==> config.mk <==
export PLATFORM = sky130hd
export DESIGN_NAME = iocfp_top
export DESIGN_NICKNAME = d
export VERILOG_FILES = /design/src/rtl/iocfp_pkg.sv /design/src/rtl/iocfp_decode.sv /design/src/rtl/iocfp_status.sv /design/src/rtl/iocfp_top.sv
export SDC_FILE = /design/constraint.sdc
export NUM_CORES = 1
export LEC_CHECK = 0
export BUFFER_PORTS_ARGS = -buffer_cell sky130_fd_sc_hd__buf_2
export CORE_MARGIN = 10
export CORE_UTILIZATION = 55
export CTS_BUF_LIST = sky130_fd_sc_hd__clkbuf_8
export CTS_CLUSTER_SIZE = 16
export DETAILED_ROUTE_END_ITERATION = 16
export PLACE_DENSITY = 0.86
export SLEW_MARGIN = 15
export SYNTH_ARGS = -nofsm -noshare
export SYNTH_HDL_FRONTEND = slang
export SYNTH_SLANG_ARGS = --single-unit
export TNS_END_PERCENT = 100
==> constraint.sdc <==
create_clock -name CORE_CLK -period 3.45 [get_ports CORE_CLK]
set_input_delay 0.1725 -clock CORE_CLK [delete_from_list [all_inputs] [get_ports CORE_CLK]]
set_output_delay 0.1725 -clock CORE_CLK [all_outputs]
set_load 0.005 [all_outputs]
==> src/rtl/iocfp_pkg.sv <==
// Purpose: Shared constants for the I/O controller flag port.
// Assumes: Instruction bit 15 is the most significant bit of the 16-bit word.
// Notes:   Register offsets are byte addresses on a 32-bit APB.
package iocfp_pkg;

  // Instruction word fields, LSB-numbered positions
  localparam logic [2:0] IO_PATTERN   = 3'h3;
  localparam int         IO_ID_MSB    = 15;
  localparam int         IO_ID_LSB    = 13;
  localparam int         ACC_SEL_MSB  = 12;
  localparam int         ACC_SEL_LSB  = 11;
  localparam int         OPCODE_MSB   = 10;
  localparam int         OPCODE_LSB   = 8;
  localparam int         FLAG_MSB     = 7;
  localparam int         FLAG_LSB     = 6;
  localparam int         DEV_MSB      = 5;
  localparam int         DEV_LSB      = 0;

  // Device codes nobody may claim
  localparam logic [5:0] DEV_NONE     = 6'h00;
  localparam logic [5:0] DEV_CPU      = 6'h3f;

  typedef enum logic [2:0] {
    flag_command_only     = 3'h0,
    read_input_buffer_a   = 3'h1,
    write_output_buffer_a = 3'h2,
    read_input_buffer_b   = 3'h3,
    write_output_buffer_b = 3'h4,
    read_input_buffer_c   = 3'h5,
    write_output_buffer_c = 3'h6,
    skip_on_flag_test     = 3'h7
  } iocfp_opcode_type;

  typedef enum logic [1:0] {
    FLAG_NONE  = 2'h0,
    FLAG_START = 2'h1,
    FLAG_CLEAR = 2'h2,
    FLAG_PULSE = 2'h3
  } iocfp_flag_type;

  typedef enum logic [1:0] {
    test_busy_set   = 2'h0,
    test_busy_clear = 2'h1,
    test_done_set   = 2'h2,
    test_done_clear = 2'h3
  } iocfp_test_type;

  // APB register offsets
  localparam logic [7:0] ADDR_INSTR   = 8'h00;
  localparam logic [7:0] ADDR_ACC_OUT = 8'h04;
  localparam logic [7:0] ADDR_ACC_IN  = 8'h08;
  localparam logic [7:0] ADDR_FLAGS   = 8'h0c;
  localparam logic [7:0] ADDR_DEVCODE = 8'h10;

  // FLAGS register bits
  localparam int FLG_BUSY     = 0;
  localparam int FLG_DONE     = 1;
  localparam int FLG_SKIP     = 2;
  localparam int FLG_PASS_ERR = 3;
  localparam int FLG_ACT_ERR  = 4;
  localparam int FLG_PEND     = 5;
  localparam int FLG_ACC_LSB  = 6;

  // Status word layout, read through input buffer C
  localparam int STW_ACT_ERR  = 0;
  localparam int STW_PASS_ERR = 1;
  localparam int STW_EXT_LSB  = 2;
  localparam int STW_EXT_W    = 14;

endpackage

==> src/rtl/iocfp_decode.sv <==
// Purpose: Splits an instruction word and checks that it is addressed to us.
// Assumes: Any device code; the zero and all-ones codes never give a hit.
// Notes:   Purely combinational.
`timescale 1ns/1ps
module iocfp_decode (
  // Instruction and identity
  input  wire logic [15:0]               instr,
  input  wire logic [5:0]                devcode,
  // Decoded fields
  output logic                           hit,
  output iocfp_pkg::iocfp_opcode_type    opcode,
  output logic [1:0]                     fcmd,
  output logic [1:0]                     acc_sel
);

  logic is_io;

  assign is_io   = instr[iocfp_pkg::IO_ID_MSB:iocfp_pkg::IO_ID_LSB]
                   == iocfp_pkg::IO_PATTERN;
  assign hit     = is_io && (instr[iocfp_pkg::DEV_MSB:iocfp_pkg::DEV_LSB] == devcode)
                   && (devcode != iocfp_pkg::DEV_NONE)
                   && (devcode != iocfp_pkg::DEV_CPU);
  assign opcode  = iocfp_pkg::iocfp_opcode_type'(
                     instr[iocfp_pkg::OPCODE_MSB:iocfp_pkg::OPCODE_LSB]);
  assign fcmd    = instr[iocfp_pkg::FLAG_MSB:iocfp_pkg::FLAG_LSB];
  assign acc_sel = instr[iocfp_pkg::ACC_SEL_MSB:iocfp_pkg::ACC_SEL_LSB];

endmodule // iocfp_decode

==> src/rtl/iocfp_status.sv <==
// Purpose: Busy/done test evaluation and status word assembly.
// Assumes: Flags come straight from the controller state.
// Notes:   Purely combinational.
`timescale 1ns/1ps
module iocfp_status (
  // Flags
  input  wire logic                              busy,
  input  wire logic                              done,
  input  wire logic                              act_err,
  input  wire logic                              pass_err,
  input  wire logic [1:0]                        test,
  input  wire logic [iocfp_pkg::STW_EXT_W-1:0]   ext_status,
  // Results
  output logic                                   skip,
  output logic [15:0]                            status_word
);

  function automatic logic flag_test(input logic [1:0] t, input logic b, input logic d);
    logic r;
    r = 1'b0;
    unique case (iocfp_pkg::iocfp_test_type'(t))
      iocfp_pkg::test_busy_set:   r = b;
      iocfp_pkg::test_busy_clear: r = !b;
      iocfp_pkg::test_done_set:   r = d;
      iocfp_pkg::test_done_clear: r = !d;
    endcase
    return r;
  endfunction

  assign skip = flag_test(test, busy, done);

  always_comb begin
    status_word = 16'h0000;
    status_word[iocfp_pkg::STW_ACT_ERR]  = act_err;
    status_word[iocfp_pkg::STW_PASS_ERR] = pass_err;
    status_word[iocfp_pkg::STW_EXT_LSB +: iocfp_pkg::STW_EXT_W] = ext_status;
  end

endmodule // iocfp_status

==> src/rtl/iocfp_top.sv <==
// Purpose: Peripheral controller front end with busy/done flags, behind APB.
// Assumes: Software writes the accumulator value, then the instruction word.
// Notes:   Flag commands act one cycle after the instruction is taken.
//
// Design decisions made here: the APB register port and the address map.
`timescale 1ns/1ps
// Summary of operation
// - Only words whose top three bits are 011 count as instructions.
// - Decode accumulator, opcode, flag field and device code from fixed bit fields.
// - Respond only when the 6-bit device code matches our own.
// - Never answer code zero or the all-ones processor code.
// - Start sets busy, clears done, launches the operation; zero field does nothing.
// - Clear forces busy and done to zero, idling the peripheral.
// - Pulse gives the peripheral a one-cycle special-action strobe.
// - Busy holds for the operation; completion clears busy and sets done.
// - Interrupt request only while done is one.
// - Skip test selects busy set, busy clear, done set or done clear.
// - Opcodes 000 and 111 move no data.
// - Opcodes 001, 011, 101 read input buffers A, B, C.
// - Opcodes 010, 100, 110 load output buffers A, B, C.
// - Flag command of a transfer acts only after the transfer.
// - Other status flags sit at fixed bits of a 16-bit status word.
// - Passive error sets during an operation; operation still completes normally.
// - Start of disallowed operation: no start, set active error and done.
// - Non-transfer instructions ignore the accumulator selector, touch no accumulator.
// - Unused bits ignored on write and read back as zero.
module iocfp_top #(
  parameter int         DATA_W      = 16,
  parameter logic [5:0] DEVICE_CODE = 6'h0a
) (
  // Clock and reset
  input  wire logic                              CORE_CLK,
  input  wire logic                              RST,
  // APB slave
  input  wire logic                              PSEL,
  input  wire logic                              PENABLE,
  input  wire logic                              PWRITE,
  input  wire logic [7:0]                        PADDR,
  input  wire logic [31:0]                       PWDATA,
  output logic [31:0]                            PRDATA,
  output logic                                   PREADY,
  output logic                                   PSLVERR,
  // Peripheral data
  input  wire logic [DATA_W-1:0]                 IN_BUF_A,
  input  wire logic [DATA_W-1:0]                 IN_BUF_B,
  input  wire logic [iocfp_pkg::STW_EXT_W-1:0]   IN_STATUS_EXT,
  output logic [DATA_W-1:0]                      OUT_BUF_A,
  output logic [DATA_W-1:0]                      OUT_BUF_B,
  output logic [DATA_W-1:0]                      OUT_BUF_C,
  output logic                                   OUT_LOAD_A,
  output logic                                   OUT_LOAD_B,
  output logic                                   OUT_LOAD_C,
  // Peripheral control
  output logic                                   START_OP,
  output logic                                   CLEAR_OP,
  output logic                                   PULSE_OP,
  input  wire logic                              OP_COMPLETE,
  input  wire logic                              OP_ILLEGAL,
  input  wire logic                              PASSIVE_ERR_IN,
  // Flags
  output logic                                   BUSY,
  output logic                                   DONE,
  output logic                                   INT_REQ
);

  if (DATA_W < 1 || DATA_W > 16) begin : g_bad_width
    $error("iocfp_top: DATA_W must be 1 to 16");
  end
  if (DEVICE_CODE == iocfp_pkg::DEV_NONE || DEVICE_CODE == iocfp_pkg::DEV_CPU) begin : g_bad_code
    $error("iocfp_top: DEVICE_CODE may not be zero or all ones");
  end

  typedef struct packed {
    logic              busy;
    logic              done;
    logic              act_err;
    logic              pass_err;
    logic              skip;
    logic [1:0]        acc_sel;
    logic              pend;
    logic [1:0]        pend_cmd;
    logic [15:0]       acc_in;
    logic [15:0]       acc_out;
    logic [5:0]        devcode;
    logic [DATA_W-1:0] obuf_a;
    logic [DATA_W-1:0] obuf_b;
    logic [DATA_W-1:0] obuf_c;
    logic              start_p;
    logic              clear_p;
    logic              pulse_p;
    logic              load_a;
    logic              load_b;
    logic              load_c;
  } iocfp_state_type;

  iocfp_state_type q;
  iocfp_state_type d;

  // Narrow buffers sit in the low bits, the rest reads as zero
  function automatic logic [15:0] widen(input logic [DATA_W-1:0] v);
    logic [15:0] r;
    r = 16'h0000;
    r[DATA_W-1:0] = v;
    return r;
  endfunction

  logic                          hit;
  iocfp_pkg::iocfp_opcode_type   opcode;
  logic [1:0]                    fcmd;
  logic [1:0]                    acc_sel;
  logic                          skip_now;
  logic [15:0]                   status_word;
  logic                          setup;
  logic                          access;
  logic                          wr_en;
  logic [7:0]                    word_addr;
  logic                          mapped;
  logic                          instr_wr;

  iocfp_decode u_decode (
    .instr   (PWDATA[15:0]),
    .devcode (q.devcode),
    .hit     (hit),
    .opcode  (opcode),
    .fcmd    (fcmd),
    .acc_sel (acc_sel)
  );

  iocfp_status u_status (
    .busy        (q.busy),
    .done        (q.done),
    .act_err     (q.act_err),
    .pass_err    (q.pass_err),
    .test        (fcmd),
    .ext_status  (IN_STATUS_EXT),
    .skip        (skip_now),
    .status_word (status_word)
  );

  assign setup     = PSEL && !PENABLE;
  assign access    = PSEL && PENABLE;
  assign word_addr = {PADDR[7:2], 2'b00};
  assign mapped    = (word_addr == iocfp_pkg::ADDR_INSTR)   ||
                     (word_addr == iocfp_pkg::ADDR_ACC_OUT) ||
                     (word_addr == iocfp_pkg::ADDR_ACC_IN)  ||
                     (word_addr == iocfp_pkg::ADDR_FLAGS)   ||
                     (word_addr == iocfp_pkg::ADDR_DEVCODE);
  assign wr_en     = access && PWRITE && PREADY && mapped;
  assign instr_wr  = wr_en && (word_addr == iocfp_pkg::ADDR_INSTR);

  // A waiting flag command stalls the bus so two never overlap
  assign PREADY  = !q.pend;
  assign PSLVERR = access && PREADY && !mapped;

  always_comb begin
    PRDATA = 32'h0000_0000;
    if (access && !PWRITE) begin
      unique case (word_addr)
        iocfp_pkg::ADDR_ACC_OUT: PRDATA[15:0] = q.acc_out;
        iocfp_pkg::ADDR_ACC_IN:  PRDATA[15:0] = q.acc_in;
        iocfp_pkg::ADDR_FLAGS: begin
          PRDATA[iocfp_pkg::FLG_BUSY]     = q.busy;
          PRDATA[iocfp_pkg::FLG_DONE]     = q.done;
          PRDATA[iocfp_pkg::FLG_SKIP]     = q.skip;
          PRDATA[iocfp_pkg::FLG_PASS_ERR] = q.pass_err;
          PRDATA[iocfp_pkg::FLG_ACT_ERR]  = q.act_err;
          PRDATA[iocfp_pkg::FLG_PEND]     = q.pend;
          PRDATA[iocfp_pkg::FLG_ACC_LSB +: 2] = q.acc_sel;
        end
        iocfp_pkg::ADDR_DEVCODE: PRDATA[5:0] = q.devcode;
        default:                 PRDATA = 32'h0000_0000;
      endcase
    end
  end

  always_comb begin
    d         = q;
    d.start_p = 1'b0;
    d.clear_p = 1'b0;
    d.pulse_p = 1'b0;
    d.load_a  = 1'b0;
    d.load_b  = 1'b0;
    d.load_c  = 1'b0;
    d.pend    = 1'b0;

    if (q.busy && OP_COMPLETE) begin
      d.busy = 1'b0;
      d.done = 1'b1;
    end

    // Command left over from the previous cycle's instruction
    if (q.pend) begin
      unique case (iocfp_pkg::iocfp_flag_type'(q.pend_cmd))
        iocfp_pkg::FLAG_START: begin
          if (OP_ILLEGAL) begin
            d.busy    = 1'b0;
            d.done    = 1'b1;
            d.act_err = 1'b1;
          end else begin
            d.busy     = 1'b1;
            d.done     = 1'b0;
            d.act_err  = 1'b0;
            d.pass_err = 1'b0;
            d.start_p  = 1'b1;
          end
        end
        iocfp_pkg::FLAG_CLEAR: begin
          d.busy    = 1'b0;
          d.done    = 1'b0;
          d.clear_p = 1'b1;
        end
        iocfp_pkg::FLAG_PULSE: d.pulse_p = 1'b1;
        iocfp_pkg::FLAG_NONE:  d.pulse_p = 1'b0;
      endcase
    end

    // An error in the same cycle as a restart still counts
    if (q.busy && PASSIVE_ERR_IN) begin
      d.pass_err = 1'b1;
    end

    if (wr_en && word_addr == iocfp_pkg::ADDR_ACC_OUT) begin
      d.acc_out = PWDATA[15:0];
    end
    if (wr_en && word_addr == iocfp_pkg::ADDR_DEVCODE &&
        PWDATA[5:0] != iocfp_pkg::DEV_NONE && PWDATA[5:0] != iocfp_pkg::DEV_CPU) begin
      d.devcode = PWDATA[5:0];
    end

    if (instr_wr && hit) begin
      // Transfer happens now; any flag command waits one cycle
      d.pend     = (opcode != iocfp_pkg::skip_on_flag_test) &&
                   (fcmd != iocfp_pkg::FLAG_NONE);
      d.pend_cmd = fcmd;
      unique case (opcode)
        iocfp_pkg::flag_command_only: d.pend_cmd = fcmd;
        iocfp_pkg::skip_on_flag_test: d.skip = skip_now;
        iocfp_pkg::read_input_buffer_a: begin
          d.acc_in  = widen(IN_BUF_A);
          d.acc_sel = acc_sel;
        end
        iocfp_pkg::read_input_buffer_b: begin
          d.acc_in  = widen(IN_BUF_B);
          d.acc_sel = acc_sel;
        end
        iocfp_pkg::read_input_buffer_c: begin
          d.acc_in  = status_word;
          d.acc_sel = acc_sel;
        end
        iocfp_pkg::write_output_buffer_a: begin
          d.obuf_a  = q.acc_out[DATA_W-1:0];
          d.load_a  = 1'b1;
          d.acc_sel = acc_sel;
        end
        iocfp_pkg::write_output_buffer_b: begin
          d.obuf_b  = q.acc_out[DATA_W-1:0];
          d.load_b  = 1'b1;
          d.acc_sel = acc_sel;
        end
        iocfp_pkg::write_output_buffer_c: begin
          d.obuf_c  = q.acc_out[DATA_W-1:0];
          d.load_c  = 1'b1;
          d.acc_sel = acc_sel;
        end
      endcase
    end
  end

  always_ff @(posedge CORE_CLK) begin
    if (RST) begin
      q         <= '0;
      q.devcode <= DEVICE_CODE;
    end else begin
      q         <= d;
    end
  end

  assign BUSY       = q.busy;
  assign DONE       = q.done;
  assign INT_REQ    = q.done;
  assign START_OP   = q.start_p;
  assign CLEAR_OP   = q.clear_p;
  assign PULSE_OP   = q.pulse_p;
  assign OUT_BUF_A  = q.obuf_a;
  assign OUT_BUF_B  = q.obuf_b;
  assign OUT_BUF_C  = q.obuf_c;
  assign OUT_LOAD_A = q.load_a;
  assign OUT_LOAD_B = q.load_b;
  assign OUT_LOAD_C = q.load_c;
endmodule // iocfp_top

[Word level (Yosys, flattened, before mapping)]
Cells that the tools add are included.
Storage, ports and cells
  flip-flop bits (word level): 102
  bits in latches: 0
  word-level logic and storage cells: 113
  bits in read-only memories: 0
  output and inout bits: 91
  memories kept: 0
  memory bits (writable): 0
Cells by class
  mux-type cells: 19
  shifts and indexed selects: 0
  reduce and logical (&&, ||, !) cells: 48
  add/subtract/negate cells: 0
  div/mod/pow operators: 0
  magnitude comparators: 0
  bitwise gates (word level): 3
  equal/unequal tests: 23
  multiply operators: 0
Operators by type and width (count)
  16-bit one-hot mux with 3 select lines: 1
  6-bit one-hot mux with 4 select lines: 1
  1-bit logical AND: 19
  16-bit 2-to-1 mux: 1
  8-bit one-hot mux with 2 select lines: 1
  2-bit AND reduction: 7
  3-bit == test (second input constant): 4
  6-bit by 2-bit == test with 1-bit output (second input constant): 2
  6-bit inequality test (second input constant): 2
  6-bit nonzero test: 2
  3-bit by 2-bit == test with 1-bit output (second input constant): 3
  2-bit == test (second input constant): 4
  8-bit logical NOT: 1
  1-bit 2-to-1 mux: 8
  6-bit by 1-bit == test with 1-bit output (second input constant): 1
  6-bit by 3-bit == test with 1-bit output (second input constant): 1
  6-bit == test: 1
  2-bit one-hot mux with 3 select lines: 1
  2-bit nonzero test: 3
  6-bit OR reduction: 1
  1-bit logical NOT: 5
  2-bit by 1-bit == test with 1-bit output (second input constant): 2
  1-bit logical OR: 4
  2-bit 2-to-1 mux: 2
  other kinds (13): 16

[Depth between registers and ports, before layout]
  depth after elaboration: 10
  gate-level depth with buffers: 8
  depth with buffers taken out: 6

[Hierarchy]
From an unflattened synthesis, not the netlist that was laid out.
Unflattened totals
  cells, all modules: 734
  area total of the unflattened synthesis: 6158.4 µm²
Modules (own cells, without submodules)
  iocfp_top: seq. area each 2042.0 µm², cells each 694, area an instance 5863.1 µm², instances 1
  iocfp_decode: seq. area each 0.0 µm², cells each 22, area an instance 156.4 µm², instances 1
  iocfp_status: seq. area each 0.0 µm², cells each 18, area an instance 138.9 µm², instances 1

[Least setup slack after synthesis]
OpenSTA, ideal clock, no wires.
  kind: reg-to-reg
  start: reg q[94] (netlist name)
  end: reg q[77] (netlist name)
  path buffers: 2
  data required time: 3318 ps
  arrival time: 1750 ps
  cell stages (with the launch flop): 8
  library setup time: 132 ps
  setup slack: 1568 ps
  cells stage by stage: dfxtp_1 -> and4b_1 -> nand3_1 -> or4_1 -> clkbuf_1 -> buf_2 -> o21ai_1 -> a21oi_1
On the way
  longest elaborated chain between the ends: 6
Ends and longest elaborated chain
  start, declared: RTL line iocfp_top.sv:96  | iocfp_state_type q;
  1-bit logical NOT: RTL line iocfp_top.sv:152  | assign PREADY = !q.pend;
  1-bit logical AND (2 in a row): RTL line iocfp_top.sv:148  | assign wr_en = access && PWRITE && PREADY && mapped;
  1-bit logical AND: RTL line iocfp_top.sv:149  | assign instr_wr = wr_en && (word_addr == iocfp_pkg::ADDR_INSTR);
  1-bit logical AND: RTL line iocfp_top.sv:230  | if (instr_wr && hit) begin
  2-bit AND reduction (no source line)
Every way passes these cells.
A chain may end at the register's enable or synchronous reset.

[Worst setup path in the final report]
  start: reg, netlist name q[55]
  end: reg q[94] (netlist name)
On the way
  longest elaborated chain between the ends: 7
  elaborated cells between the ends (all ways): 9
  those cells by class: 2 x eq/ne; 1 x bitwise; 6 x reduce/logical
Ends and longest elaborated chain
  6-bit == test: RTL line iocfp_decode.sv:20  | assign hit = is_io && (instr[iocfp_pkg::DEV_MSB:iocfp_pkg::DEV_LSB] == devcode)
  1-bit logical AND: RTL line iocfp_decode.sv:20
  1-bit logical AND: RTL line iocfp_decode.sv:21  | && (devcode != iocfp_pkg::DEV_NONE)
  1-bit logical AND (*): RTL line iocfp_decode.sv:22  | && (devcode != iocfp_pkg::DEV_CPU);
  1-bit logical AND (*): RTL line iocfp_top.sv:230
  1-bit NOT (no source line) (*)
  2-bit OR reduction (no source line) (*)
Mark *: on every way between the ends. The rest lies on a longest branch, timed or not.

==> impl_metrics.yaml <==
die:
  core.rowCount: 36
  pin_count: 185
  coreArea_um2: 9730
  die_w_um: 120
  initial_utilization_pct: 56.4
  die_area_um2: 14400
  die_h_um: 120
clock_tree:
  cts-root-buf: "clkbuf_8"
  htree_levels: 3
  cts_buffers: 9
  post_cts_resized: 0
  post_cts_buffers: 0
  cts.path.max_buffers: 2
  clk_pin_slew_ns: 0.10
  clock_latency_ns: 0.36
  clock_sinks: 102
  cts-hold-fix-buffers: 0
  tritoncts: "done"
sta:
  rsz0062_at_grt: "false"
  final.setup.worst_slack_ns: 0.957
  worst_pin_slew_ns: 1.07
  period_share_pct: 72.3
  tns_ns: 0
  fin_crit_ns: 2.49
  fin_skew_ns: 0.0124
  finalHoldViolations: 0
  finalSetupViolations: 0
  fin_hold_ws_ns: 0.0594
  drv_slew: 0
  fmax_ghz: 0.401
  relSlewSlack_pct: 28.4
global_routing:
  grt_pass1_vias: 4615
  grt_max_degree: 116
  track_usage_pct: 20.1
  overflow: 0
  grt_pass1_wl_um: 23800
  antenna_found_initial: 0
yosys:
  synthTopCellsByCount: "dfxtp_1, mux2i_1, buf_4"
  syn_area_um2: 5490
  avgSynthCellArea_um2: 9.06
  synth-edff-count: 0
  async_flop_share_pct: 0
  yosysSeqAreaShare_pct: 37.2
  postSynthCellCount: 606
  synth_flop_cell: "dfxtp_1"
  yosysWarnings: 0
  netlist_top_cells_area: "dfxtp_1, mux2i_1, buf_4"
  synth_cell_type_count: 54
  yosysTopAreaCell: "dfxtp_1"
  synthMostInstantiatedCell: "dfxtp_1"
  ys_ff_latch: 102
  synth_top_area_share_pct: 37.2
worst_setup_path:
  worstReg2RegStart: "q[55]$_SDFFE_PP1P_"
  crit_type: "flop to flop"
  r2r_cells: 5
  worstPathArrival_ns: 2.78
  cp_data_required_time_ns: 3.74
  critPathLaunchType: "flop"
  crit_path_start: "q[55]$_SDFFE_PP1P_"
  cp_max_fo: 21
  end_kind: "flop"
detailed_routing:
  wire_per_inst_um: 18.7
  drc: 0
  vias: 4579
  wl_um: 15300
  vias_per_cell: 5.60
  antenna_left: 0
  drt_iter0_drc: 385
  dr.pass1.iters: 5
run_status:
  outcome: "completed"
cells_and_area:
  nets: 777
  drive_gt1_share_pct: 27.7
  final_area_um2: 6000
  final_util_pct: 61.6
  antennaDiodeCount: 0
  synthToLayoutAreaGrowth_pct: 9.23
placement:
  pre_cts_ws_ns: 1.03
  numPortBuffers: 150
  gp_congestion: 0.894
  dpl_cell_area_um2: 5830
  post-dp-hpwl_um: 11900
pwr:
  power_density_nw_per_um2: 338
  irDropWorstVdd_mv: 0.189
  p_leak_nw: 2.55
flow_run:
  max_cap_viol_count: 0
worst_hold_path:
  hp-start: "PWDATA[14]"
  min_path_type: "input port to flop"
  whs_path_depth: 3
==> cell usage in the layout (no fill, tap or decap), drive strengths merged, types with 2 or more instances in the layout <==
cell type,count
a21oi,31
nor2b,8
clkinv,3
and3,5
a22oi,9
nand2,14
or2,2
conb,16
mux2i,71
xnor2,6
nor3b,2
nand2b,67
o22ai,16
dfxtp,102
or3,2
or4,4
nor2,49
nor4,4
clkbuf,9
inv,9
a211o,2
o21ai,22
a2bb2oi,16
buf,156
nand4,22
nor3,7
and2,2
ha,3
a222oi,6
nand3,9
==> flip-flops by register name, summed over array words and instances, names as in the netlist <==
signal and count:
BUSY 1, CLEAR_OP 1, DONE 1, OUT_BUF_A 16, OUT_BUF_B 16, OUT_BUF_C 16, OUT_LOAD_A 1, OUT_LOAD_B 1
OUT_LOAD_C 1, PULSE_OP 1, START_OP 1, q 46
==> power breakdown <==
part | switching [mW] | leakage, nW | internal (mW)
registers | 0.0000480 | 0.821 | 1.18
clock network | 0.411 | 0.0920 | 0.259
logic | 0.101 | 1.64 | 0.0780
==> routing by layer <==
metal / vias to the layer above / GRT usage (%) / share of wire [%]
met5: - / 0 / 0
met4: 0 / 7.47 / 2.4
met3: 33 / 5.81 / 8.1
met2: 213 / 33.4 / 48
met1: 2129 / 24.1 / 42
li1: 2204 / - / -
==> metrics by stage <==
step           total power [mW]  cells
2_1_floorplan              1.32    621
3_3_place_gp               1.37    802
3_5_place_dp               1.38    802
4_1_cts                    2.02    818
5_1_grt                    2.10    818
6_report                   2.03    818
==> critical path, cell delays in order, from the launching register on <==
cell and delay (ns):
dfxtp_1 0.49, xnor2_1 0.16, nand3_1 0.21, or4_1 0.90
or3_4 0.50, nor3_2 0.16
==> layout make-up <==
| cell class | count | area [um^2] |
|---|---|---|
| fillers | 869 | 3730 |
| multi-input cells | 405 | 2790 |
| flip-flops and latches | 102 | 2040 |
| repair buffers | 156 | 808 |
| well taps | 133 | 166 |
| clock buffers | 9 | 124 |
| clock inverters | 7 | 42.5 |
| inverters | 6 | 22.5 |
==> worst paths after layout <==
kind / endpoint / slack [ns]
worst max-delay path: q[94]$_SDFF_PP0_ / 0.96
worst min-delay path: q[74]$_SDFFE_PP0P_ / 0.06
worst max register to register: q[94]$_SDFF_PP0_ / 0.96
worst min register to register: OUT_BUF_A[0]$_SDFFE_PP0P_ / 0.47
==> logic make-up (layout without fill, tap and decap cells) <==
group                      after synthesis  count (layout)  synth area share (%)
and+or+nand+nor                        199             199                  21.8
buffers and inverters                  114             178                  13.0
AOI/OAI and AO/OA                      110             110                  13.4
DFF                                    102             102                  37.2
muxes                                   71              71                  12.9
xor gates and xnor gates                 6               6                 0.957
adders and majority gates                3               3                 0.684
other                                    1              16                0.0683
(Power assumes the default switching activity.)
